--- src/core/lcp_pkg.sv ---
/*
  Shared definitions for the line interface control port: control scheme
  codes, strap encodings, strap pin positions on the shared bus and
  reset values.
  Assumes all pin inputs are already synchronous to the system clock.
*/
package lcp_pkg;

  // ---------------------------------------------------------------
  // Control scheme and bus state
  // ---------------------------------------------------------------
  typedef enum logic [1:0] {
    LCP_MODE_HW,
    LCP_MODE_SERIAL,
    LCP_MODE_DS_MUX,
    LCP_MODE_SEP_MUX
  } lcp_mode_e;

  typedef enum logic [1:0] {
    LCP_BUS_IDLE,
    LCP_BUS_WAIT,
    LCP_BUS_DONE
  } lcp_bus_e;

  // ---------------------------------------------------------------
  // Strap encodings
  // ---------------------------------------------------------------
  localparam logic [1:0] LCP_SEQ_NORMAL = 2'h0;
  localparam logic [1:0] LCP_SEQ_ONES = 2'h1;
  localparam logic [1:0] LCP_SEQ_PRBS = 2'h2;
  localparam logic [1:0] LCP_SEQ_TXPD = 2'h3;

  localparam logic [1:0] LCP_JA_OFF = 2'h0;
  localparam logic [1:0] LCP_JA_RX_BROAD = 2'h1;
  localparam logic [1:0] LCP_JA_RX_NARROW = 2'h2;
  localparam logic [1:0] LCP_JA_TX_NARROW = 2'h3;

  localparam logic [7:0] LCP_JA_DEPTH_SHORT = 8'h40;
  localparam logic [7:0] LCP_JA_DEPTH_LONG = 8'h80;

  localparam logic [4:0] LCP_GAIN_LOW_DB = 5'h00;
  localparam logic [4:0] LCP_GAIN_HIGH_DB = 5'h1A;

  // ---------------------------------------------------------------
  // Strap positions on the shared bus pins
  // ---------------------------------------------------------------
  localparam int LCP_SEQ_LSB = 0;
  localparam int LCP_RPD_BIT = 2;
  localparam int LCP_SHAPE_BIT = 4;

  // ---------------------------------------------------------------
  // Reset values and timing
  // ---------------------------------------------------------------
  localparam logic [7:0] LCP_BYTE_RST = 8'h00;
  localparam int LCP_ACCESS_CYCLES = 2;
  localparam int LCP_SER_WIDTH = 8;

endpackage

--- src/core/lcp_ser_if.sv ---
/*
  Carrier between the control port top and its serial output shifter.
  Assumes one system clock shared by both ends.
*/
interface lcp_ser_if;
  logic en;
  logic sclk;
  logic edge_sel;
  logic load;
  logic [7:0] load_data;
  logic serial_data_out;

  modport ctrl (output en, output sclk, output edge_sel, output load,
    output load_data, input serial_data_out);
  modport shifter (input en, input sclk, input edge_sel, input load,
    input load_data, output serial_data_out);
endinterface

--- src/core/lcp_serout.sv ---
/*
  Serial output shifter: launches one bit per active shift clock edge,
  most significant bit first.
  Assumes the shift clock is sampled as a plain synchronous input.
*/
module lcp_serout
  import lcp_pkg::*;
(
  input wire logic sys_clk_i,
  input wire logic resetn_i,
  lcp_ser_if.shifter ser
);

  // ---------------------------------------------------------------
  // State
  // ---------------------------------------------------------------
  typedef struct packed {
    logic sclk_q;
    logic [LCP_SER_WIDTH-1:0] shreg;
    logic serial_data_out;
  } lcp_ser_s;

  lcp_ser_s st;
  lcp_ser_s next_st;
  logic rise;
  logic fall;
  logic launch;

  always_comb begin
    next_st = st;
    rise = ser.sclk & ~st.sclk_q;
    fall = ~ser.sclk & st.sclk_q;
    launch = ser.en & (ser.edge_sel ? fall : rise);
    next_st.sclk_q = ser.sclk;
    if (ser.load) begin
      next_st.shreg = ser.load_data;
    end else if (launch) begin
      next_st.serial_data_out = st.shreg[LCP_SER_WIDTH-1];
      next_st.shreg = {st.shreg[LCP_SER_WIDTH-2:0], 1'b0};
    end
  end

  always_ff @(posedge sys_clk_i or negedge resetn_i) begin
    if (!resetn_i) begin
      st <= '0;
    end else begin
      st <= next_st;
    end
  end

  assign ser.serial_data_out = st.serial_data_out;
endmodule

--- src/core/lcp_top.sv ---
/*
  Control port front end of a single channel line interface: multiplexed
  address/data host bus in two strobe styles, strap decode in hardware
  control mode, serial output edge selection.
  Assumes every pin input is synchronous to sys_clk_i and that the
  internal register file answers a read within ACCESS_CYCLES cycles.
*/
// Functional notes
// - High edge select launches serial bits on falling edge
// - Separate-strobe mode drives bus only during read strobe
// - Data-strobe write: host drives, device captures under strobe
// - Data-strobe read: device drives bus during strobe
// - Shared pins carry address first, then data
// - Monitor strap: low 0 dB, high 26 dB
// - Shape strap selects pulse template and termination
// - Receiver powerdown strap: low normal, high down
// - Sequence strap: normal, ones, PRBS, transmitter down
// - Jitter strap picks position, bandwidth and FIFO depth
// - Scheme select: hardware, serial, data-strobe, separate-strobe
// - Address captured on falling address strobe
// - Ready low during access, high when complete
// - Acknowledge low when data valid or accepted
module lcp_top
  import lcp_pkg::*;
#(
  parameter int ACCESS_CYCLES = LCP_ACCESS_CYCLES
) (
  input wire logic sys_clk_i,
  input wire logic resetn_i,
  input wire logic [1:0] mode_sel_i,
  input wire logic chip_sel_n_i,
  input wire logic addr_strobe_n_i,
  input wire logic data_strobe_n_i,
  input wire logic rw_sel_i,
  input wire logic [7:0] ad_i,
  output logic [7:0] ad_o,
  output logic ad_oe_n_o,
  output logic rdy_ack_o,
  input wire logic [1:0] jitter_atten_config_i,
  output logic [7:0] reg_addr_o,
  output logic [7:0] reg_wdata_o,
  output logic reg_wr_o,
  output logic reg_rd_o,
  input wire logic [7:0] reg_rdata_i,
  input wire logic sclk_i,
  input wire logic serial_out_edge_select_i,
  input wire logic ser_load_i,
  input wire logic [7:0] ser_load_data_i,
  output logic serial_data_out_o,
  output logic hw_mode_o,
  output logic [1:0] tx_sequence_select_o,
  output logic receiver_powerdown_o,
  output logic monitor_gain_select_o,
  output logic [4:0] monitor_gain_db_o,
  output logic tx_shape_select_o,
  output logic term_120_ohm_o,
  output logic [1:0] jitter_atten_config_o,
  output logic ja_enable_o,
  output logic ja_in_tx_path_o,
  output logic ja_narrow_bw_o,
  output logic [7:0] ja_fifo_depth_o
);

  if (ACCESS_CYCLES < 1 || ACCESS_CYCLES > 15) begin : g_bad_access
    $error("ACCESS_CYCLES must lie in 1..15");
  end

  localparam logic [3:0] ACC_LAST = 4'(ACCESS_CYCLES - 1);

  // ---------------------------------------------------------------
  // State
  // ---------------------------------------------------------------
  typedef struct packed {
    lcp_bus_e bus;
    logic [3:0] cnt;
    logic is_read;
    logic as_q;
    logic strobe_q;
    logic [7:0] addr;
    logic [7:0] wdata;
    logic [7:0] rdata;
    logic rd_p;
    logic wr_p;
    logic hw;
    logic [1:0] seq;
    logic receiver_powerdown;
    logic monitor_gain_select;
    logic shape;
    logic [1:0] ja;
  } lcp_top_s;

  lcp_top_s st;
  lcp_top_s next_st;
  lcp_mode_e mode;
  logic mux;
  logic sep;
  logic strobe_low;
  logic start;
  logic rd_dir;

  always_comb begin
    mode = lcp_mode_e'(mode_sel_i);
    mux = (mode == LCP_MODE_DS_MUX) || (mode == LCP_MODE_SEP_MUX);
    sep = (mode == LCP_MODE_SEP_MUX);
    // Separate style: read strobe on the data strobe pin, write on the select pin
    strobe_low = mux & ~chip_sel_n_i &
      (sep ? (~data_strobe_n_i | ~rw_sel_i) : ~data_strobe_n_i);
    rd_dir = sep ? ~data_strobe_n_i : rw_sel_i;
    start = strobe_low & ~st.strobe_q;
  end

  // ---------------------------------------------------------------
  // Next state
  // ---------------------------------------------------------------
  always_comb begin
    next_st = st;
    next_st.rd_p = 1'b0;
    next_st.wr_p = 1'b0;
    next_st.strobe_q = strobe_low;
    next_st.as_q = addr_strobe_n_i;
    if (mux && st.as_q && !addr_strobe_n_i) begin
      next_st.addr = ad_i;
    end
    unique case (st.bus)
      LCP_BUS_IDLE: begin
        if (start) begin
          next_st.is_read = rd_dir;
          next_st.rd_p = rd_dir;
          next_st.wr_p = ~rd_dir;
          if (!rd_dir) begin
            next_st.wdata = ad_i;
          end
          next_st.cnt = ACC_LAST;
          next_st.bus = LCP_BUS_WAIT;
        end
      end
      LCP_BUS_WAIT: begin
        if (!strobe_low) begin
          next_st.bus = LCP_BUS_IDLE;
        end else if (st.cnt == 4'h0) begin
          if (st.is_read) begin
            next_st.rdata = reg_rdata_i;
          end
          next_st.bus = LCP_BUS_DONE;
        end else begin
          next_st.cnt = st.cnt - 4'h1;
        end
      end
      LCP_BUS_DONE: begin
        if (!strobe_low) begin
          next_st.bus = LCP_BUS_IDLE;
        end
      end
      default: begin
        next_st.bus = LCP_BUS_IDLE;
      end
    endcase
    // Straps sampled only in hardware mode, defaults otherwise
    next_st.hw = (mode == LCP_MODE_HW);
    if (mode == LCP_MODE_HW) begin
      next_st.seq = ad_i[LCP_SEQ_LSB +: 2];
      next_st.receiver_powerdown = ad_i[LCP_RPD_BIT];
      next_st.shape = ad_i[LCP_SHAPE_BIT];
      next_st.monitor_gain_select = data_strobe_n_i;
      next_st.ja = jitter_atten_config_i;
    end else begin
      next_st.seq = LCP_SEQ_NORMAL;
      next_st.receiver_powerdown = 1'b0;
      next_st.shape = 1'b0;
      next_st.monitor_gain_select = 1'b0;
      next_st.ja = LCP_JA_OFF;
    end
  end

  always_ff @(posedge sys_clk_i or negedge resetn_i) begin
    if (!resetn_i) begin
      st <= '0;
    end else begin
      st <= next_st;
    end
  end

  // ---------------------------------------------------------------
  // Bus pins and register side
  // ---------------------------------------------------------------
  assign ad_o = st.rdata;
  // Drive only while a read strobe is held
  assign ad_oe_n_o = ~(strobe_low & rd_dir);
  always_comb begin
    if (sep) begin
      rdy_ack_o = ~(strobe_low & (st.bus != LCP_BUS_DONE));
    end else if (mode == LCP_MODE_DS_MUX) begin
      rdy_ack_o = ~(strobe_low & (st.bus == LCP_BUS_DONE));
    end else begin
      rdy_ack_o = 1'b1;
    end
  end
  assign reg_addr_o = st.addr;
  assign reg_wdata_o = st.wdata;
  assign reg_wr_o = st.wr_p;
  assign reg_rd_o = st.rd_p;

  // ---------------------------------------------------------------
  // Strap decode outputs
  // ---------------------------------------------------------------
  assign hw_mode_o = st.hw;
  assign tx_sequence_select_o = st.seq;
  assign receiver_powerdown_o = st.receiver_powerdown;
  assign monitor_gain_select_o = st.monitor_gain_select;
  assign monitor_gain_db_o = st.monitor_gain_select ? LCP_GAIN_HIGH_DB : LCP_GAIN_LOW_DB;
  assign tx_shape_select_o = st.shape;
  assign term_120_ohm_o = st.shape;
  assign jitter_atten_config_o = st.ja;
  assign ja_enable_o = (st.ja != LCP_JA_OFF);
  assign ja_in_tx_path_o = (st.ja == LCP_JA_TX_NARROW);
  assign ja_narrow_bw_o = (st.ja == LCP_JA_RX_NARROW) || (st.ja == LCP_JA_TX_NARROW);
  assign ja_fifo_depth_o = (st.ja == LCP_JA_OFF) ? LCP_BYTE_RST :
    (st.ja == LCP_JA_RX_BROAD) ? LCP_JA_DEPTH_SHORT : LCP_JA_DEPTH_LONG;

  // ---------------------------------------------------------------
  // Serial output
  // ---------------------------------------------------------------
  lcp_ser_if ser_if ();
  assign ser_if.en = (mode == LCP_MODE_SERIAL);
  assign ser_if.sclk = sclk_i;
  assign ser_if.edge_sel = serial_out_edge_select_i;
  assign ser_if.load = ser_load_i;
  assign ser_if.load_data = ser_load_data_i;
  assign serial_data_out_o = ser_if.serial_data_out;

  lcp_serout u_serout (
    .sys_clk_i(sys_clk_i),
    .resetn_i(resetn_i),
    .ser(ser_if.shifter)
  );
endmodule

--- config.mk ---
export PLATFORM = sky130hd
export DESIGN_NAME = lcp_top
export DESIGN_NICKNAME = d
export VERILOG_FILES = /design/src/core/lcp_pkg.sv /design/src/core/lcp_ser_if.sv /design/src/core/lcp_serout.sv /design/src/core/lcp_top.sv
export SDC_FILE = /design/constraint.sdc
export NUM_CORES = 1
export LEC_CHECK = 0
export BUFFER_PORTS_ARGS = -buffer_cell sky130_fd_sc_hd__buf_4
export CAP_MARGIN = 10
export CORE_MARGIN = 5
export CORE_UTILIZATION = 53
export CTS_CLUSTER_DIAMETER = 150
export DETAILED_ROUTE_END_ITERATION = 8
export PLACE_DENSITY = 0.92
export SLEW_MARGIN = 5
export SYNTH_ARGS = -nofsm -noshare
export SYNTH_HDL_FRONTEND = slang
export SYNTH_SLANG_ARGS = --single-unit
--- constraint.sdc ---
create_clock -name sys_clk_i -period 3.4 [get_ports sys_clk_i]
set_clock_uncertainty 0.15 [all_clocks]
set_input_delay 0.51 -clock sys_clk_i [delete_from_list [all_inputs] [get_ports sys_clk_i]]
set_output_delay 0.51 -clock sys_clk_i [all_outputs]
set_load 0.01 [all_outputs]
==> flow_results.xml <==
<?xml version="1.0" encoding="UTF-8"?>
<metrics>
  <group name="final_layout">
    <metric name="layout.nets" unit="">292</metric>
    <metric name="area_growth" unit="%">18.8</metric>
    <metric name="layout.filler_cells" unit="">371</metric>
    <metric name="drive_above_1_share" unit="">0.539</metric>
    <metric name="post_layout_nonfiller_instances" unit="">321</metric>
    <metric name="num_antenna_cells" unit="">0</metric>
    <metric name="postLayoutCoreUtil" unit="">0.646</metric>
  </group>
  <group name="clock_network">
    <metric name="clock_tree_from_tritoncts" unit="">yes</metric>
    <metric name="postCtsHoldBufs" unit="">0</metric>
    <metric name="post_cts_resize_count" unit="">0</metric>
    <metric name="clk_root_buffer_cell" unit="">sky130_fd_sc_hd__clkbuf_8</metric>
    <metric name="post-cts-setup-buffer-count" unit="">0</metric>
    <metric name="worst_case_clock_buffer_depth" unit="">2</metric>
    <metric name="worst_skew_pair.late_latency" unit="ns">0.30</metric>
    <metric name="numClockSinks" unit="">53</metric>
    <metric name="worst_setup_hold_path_clk_slew" unit="ns">0.09</metric>
    <metric name="cts_buffers" unit="">5</metric>
    <metric name="ctsHtreeMaxLevel" unit="">2</metric>
  </group>
  <group name="critical_path">
    <metric name="cp-start-kind" unit="">register</metric>
    <metric name="critPathArrivalTime" unit="ns">2.21</metric>
    <metric name="endpoint_kind" unit="">register</metric>
    <metric name="setup.worst_path.class" unit="">register to register</metric>
    <metric name="worstPathRequired" unit="ns">3.44</metric>
    <metric name="critPathMaxFanout" unit="">9</metric>
  </group>
  <group name="detailed_routing">
    <metric name="drt_iter0_markers" unit="">80</metric>
    <metric name="route.antenna.remaining_nets" unit="">0</metric>
    <metric name="detail_route.wirelength" unit="um">4580</metric>
    <metric name="num_vias" unit="">1540</metric>
    <metric name="avgViaCountPerCell" unit="">4.80</metric>
    <metric name="post_dr_wirelength_cell" unit="um">14.3</metric>
    <metric name="detail_route.first_pass.iterations" unit="">4</metric>
    <metric name="drc" unit="">0</metric>
  </group>
  <group name="yosys">
    <metric name="netlist_area" unit="sq um">2570</metric>
    <metric name="postSynth.asyncResetShare" unit="">1.00</metric>
    <metric name="ys_ff_latch" unit="">53</metric>
    <metric name="dominantRegCellSynth" unit="">sky130_fd_sc_hd__dfrtp_1</metric>
    <metric name="ys_warnings" unit="">0</metric>
    <metric name="synth-edff-count" unit="">0</metric>
    <metric name="synth_cells" unit="">204</metric>
    <metric name="synth_sequential_area_ratio" unit="">0.516</metric>
    <metric name="syn-mean-instance-area" unit="sq um">12.6</metric>
    <metric name="yosys.cell_types.count" unit="">37</metric>
  </group>
  <group name="sta">
    <metric name="worst_slew_pin_slew" unit="ns">0.647</metric>
    <metric name="grt_setup_unrepaired" unit="">no</metric>
    <metric name="hold_slack" unit="ns">0.0830</metric>
    <metric name="timing.final.max_slew_violations" unit="">0</metric>
    <metric name="max-slew-margin-rel" unit="">0.568</metric>
    <metric name="finalSetupViolCount" unit="">0</metric>
    <metric name="period_needed" unit="ns">2.17</metric>
    <metric name="setup-tns-final" unit="ns">0</metric>
    <metric name="max_clock_freq" unit="GHz">0.462</metric>
    <metric name="min_period_over_period" unit="">0.637</metric>
    <metric name="hold_viol" unit="">0</metric>
  </group>
  <group name="global_routing">
    <metric name="grt_use_total" unit="">0.152</metric>
    <metric name="via_count_of_the_first_global_routing_pass" unit="">1582</metric>
    <metric name="grt_antenna_before_repair" unit="">0</metric>
    <metric name="largest_net_degree_at_the_start_of_global_routing" unit="">54</metric>
    <metric name="grt_pass1_wl" unit="um">7500</metric>
    <metric name="global_route.overflow_total" unit="">0</metric>
  </group>
  <group name="flow_run">
    <metric name="maxCapViolCount" unit="">0</metric>
  </group>
  <group name="pwr">
    <metric name="static-leakage-power" unit="nW">1.53</metric>
    <metric name="cell_internal_pwr" unit="mW">1.08</metric>
    <metric name="switching_share" unit="">0.260</metric>
    <metric name="combPwrFrac" unit="">0.224</metric>
    <metric name="total_power" unit="mW">1.45</metric>
    <metric name="power.sequential.fraction" unit="">0.525</metric>
    <metric name="power.switching" unit="mW">0.378</metric>
    <metric name="power.share.clock" unit="">0.250</metric>
    <metric name="vdd_drop_max" unit="uV">250</metric>
    <metric name="power-per-cell-area" unit="nW/um^2">476</metric>
  </group>
  <group name="floorplanning">
    <metric name="floorplan.rows" unit="">25</metric>
    <metric name="core-area" unit="sq um">4720</metric>
    <metric name="die_area" unit="sq um">6340</metric>
    <metric name="initial_utilization" unit="">0.544</metric>
    <metric name="die_height" unit="um">79.6</metric>
    <metric name="die-width" unit="um">79.6</metric>
    <metric name="io_pins" unit="">91</metric>
  </group>
  <group name="placed_design">
    <metric name="dp.final_hpwl" unit="um">3560</metric>
    <metric name="placed_cells_incl_taps" unit="">313</metric>
    <metric name="gp_routability_congestion" unit="">0.801</metric>
    <metric name="port_buffers" unit="">82</metric>
  </group>
  <group name="outcome">
    <metric name="run_status" unit="">finished clean</metric>
  </group>
  <group name="min_path">
    <metric name="worst_hold_path_type" unit="">input pin to asynchronous set/reset pin</metric>
  </group>
</metrics>
-- flip-flops by register name (all words and copies together) (netlist names) --
signal and cells:
u_serout.st 9, jitter_atten_config_o 2, tx_sequence_select_o 2, term_120_ohm_o 1, reg_wr_o 1, reg_rd_o 1
st 9, monitor_gain_select_o 1, reg_wdata_o 8, hw_mode_o 1, receiver_powerdown_o 1, reg_addr_o 8
u_serout.ser.serial_data_out 1, ad_o 8
-- cell type report --
type / count / area, sq um / area share
flip-flops and latches: 53 / 1330 / 0.435
clock buffers: 6 / 82.6 / 0.0271
well taps: 67 / 83.8 / 0.0275
multi-input cells: 107 / 915 / 0.300
clock inverters: 2 / 13.8 / 0.00451
inverters: 4 / 15.0 / 0.00492
repair buffers: 82 / 616 / 0.202
-- through the flow --
stage	setup slack [ns]	instance area (sq um)
final	1.23	3050
after global routing	1.11	3050
after CTS	1.22	3050
after global placement	1.04	2960
after floorplan	1.24	2590
after detailed placement	0.998	2960
-- cells in the final DEF, fill, tap and decap left out, types with 2 or more instances in the layout --
cell | Yosys | layout
sky130_fd_sc_hd__buf_4 | 41 | 82
sky130_fd_sc_hd__dfrtp_1 | 53 | 53
sky130_fd_sc_hd__mux2_2 | 32 | 32
sky130_fd_sc_hd__and2_1 | 8 | 8
sky130_fd_sc_hd__nand2_1 | 8 | 8
sky130_fd_sc_hd__mux2_4 | 8 | 8
sky130_fd_sc_hd__conb_1 | 1 | 8
sky130_fd_sc_hd__clkbuf_8 | 0 | 6
sky130_fd_sc_hd__nor2b_1 | 5 | 5
sky130_fd_sc_hd__inv_1 | 4 | 4
sky130_fd_sc_hd__nand2b_1 | 4 | 4
sky130_fd_sc_hd__nor2_1 | 3 | 3
sky130_fd_sc_hd__nor3_1 | 3 | 3
sky130_fd_sc_hd__nand3b_1 | 3 | 3
sky130_fd_sc_hd__o21ai_0 | 3 | 3
sky130_fd_sc_hd__a21oi_1 | 2 | 2
sky130_fd_sc_hd__ha_1 | 2 | 2
-- final timing paths --
path                                                  from                                  endpoint  slack, ns  depth (start not counted)
worst max-delay path              u_serout.st[9]$_DFF_PN0_                u_serout.st[6]$_DFFE_PN0P_       1.23                          4
worst min-delay path                              resetn_i                 reg_addr_o[5]$_DFFE_PN0P_       0.08                          1
worst max register to register    u_serout.st[9]$_DFF_PN0_                u_serout.st[6]$_DFFE_PN0P_       1.23                          4
worst min register to register  u_serout.st[8]$_DFFE_PN0P_  u_serout.ser.serial_data_out$_DFFE_PN0P_       0.36                          1
max in group asynchronous                         resetn_i                        st[38]$_DFFE_PN0P_       2.59                          1
min in group sys_clk_i                     addr_strobe_n_i                          st[35]$_DFF_PN0_       0.17                          1
-- logic make-up (layout without fill, tap and decap cells) --
logic type | count (synthesis) | after routing | synth area share
AO/OA/AOI/OAI | 14 | 14 | 0.0419
XOR/XNOR | 1 | 1 | 0.00341
adder cells (fa/ha/maj) | 2 | 2 | 0.00974
buffers and inverters | 51 | 94 | 0.138
flip-flops | 53 | 53 | 0.516
multiplexers | 41 | 41 | 0.191
other | 1 | 8 | 0.00146
AND/OR/NAND/NOR | 41 | 41 | 0.0984
-- critical path, stage by stage (launching register included) --
cell and delay (ns):
sky130_fd_sc_hd__dfrtp_1 0.38, sky130_fd_sc_hd__or3b_2 0.47, sky130_fd_sc_hd__a21oi_2 0.40, sky130_fd_sc_hd__mux2_2 0.39
sky130_fd_sc_hd__mux2_2 0.26
-- routing by layer --
layer / track usage / part of all wire / up-vias
met5: 0 / 0 / -
met3: 0.0632 / 0.13 / 5
met1: 0.190 / 0.41 / 726
met4: 0.0464 / 0.012 / 0
met2: 0.239 / 0.45 / 78
li1: - / - / 731
-- power groups by stage --
| stage | clock network [mW] | logic [mW] | registers, mW |
|---|---|---|---|
| floorplan | 0 | 0.251 | 0.763 |
| global placement | 0 | 0.320 | 0.773 |
| detailed placement | 0 | 0.332 | 0.777 |
| CTS | 0.380 | 0.332 | 0.765 |
| global route | 0.403 | 0.355 | 0.777 |
| finish | 0.364 | 0.326 | 0.764 |
-- synth_stat cells (2+ instances only) --
cell                       instances  area, sq um
sky130_fd_sc_hd__buf_4            41          308
sky130_fd_sc_hd__nand2_1           8         30.0
sky130_fd_sc_hd__o21ai_0           3         15.0
sky130_fd_sc_hd__nand3b_1          3         22.5
sky130_fd_sc_hd__ha_1              2         25.0
sky130_fd_sc_hd__a21oi_1           2         10.0
sky130_fd_sc_hd__nand2b_1          4         25.0
sky130_fd_sc_hd__and2_1            8         50.1
sky130_fd_sc_hd__nor2_1            3         11.3
sky130_fd_sc_hd__mux2_2           32          360
sky130_fd_sc_hd__inv_1             4         15.0
sky130_fd_sc_hd__nor3_1            3         15.0
sky130_fd_sc_hd__nor2b_1           5         31.3
sky130_fd_sc_hd__clkbuf_1          4         15.0
sky130_fd_sc_hd__mux2_4            8          120
sky130_fd_sc_hd__dfrtp_1          53         1330
No activity file was read; power rests on OpenSTA's default activity.
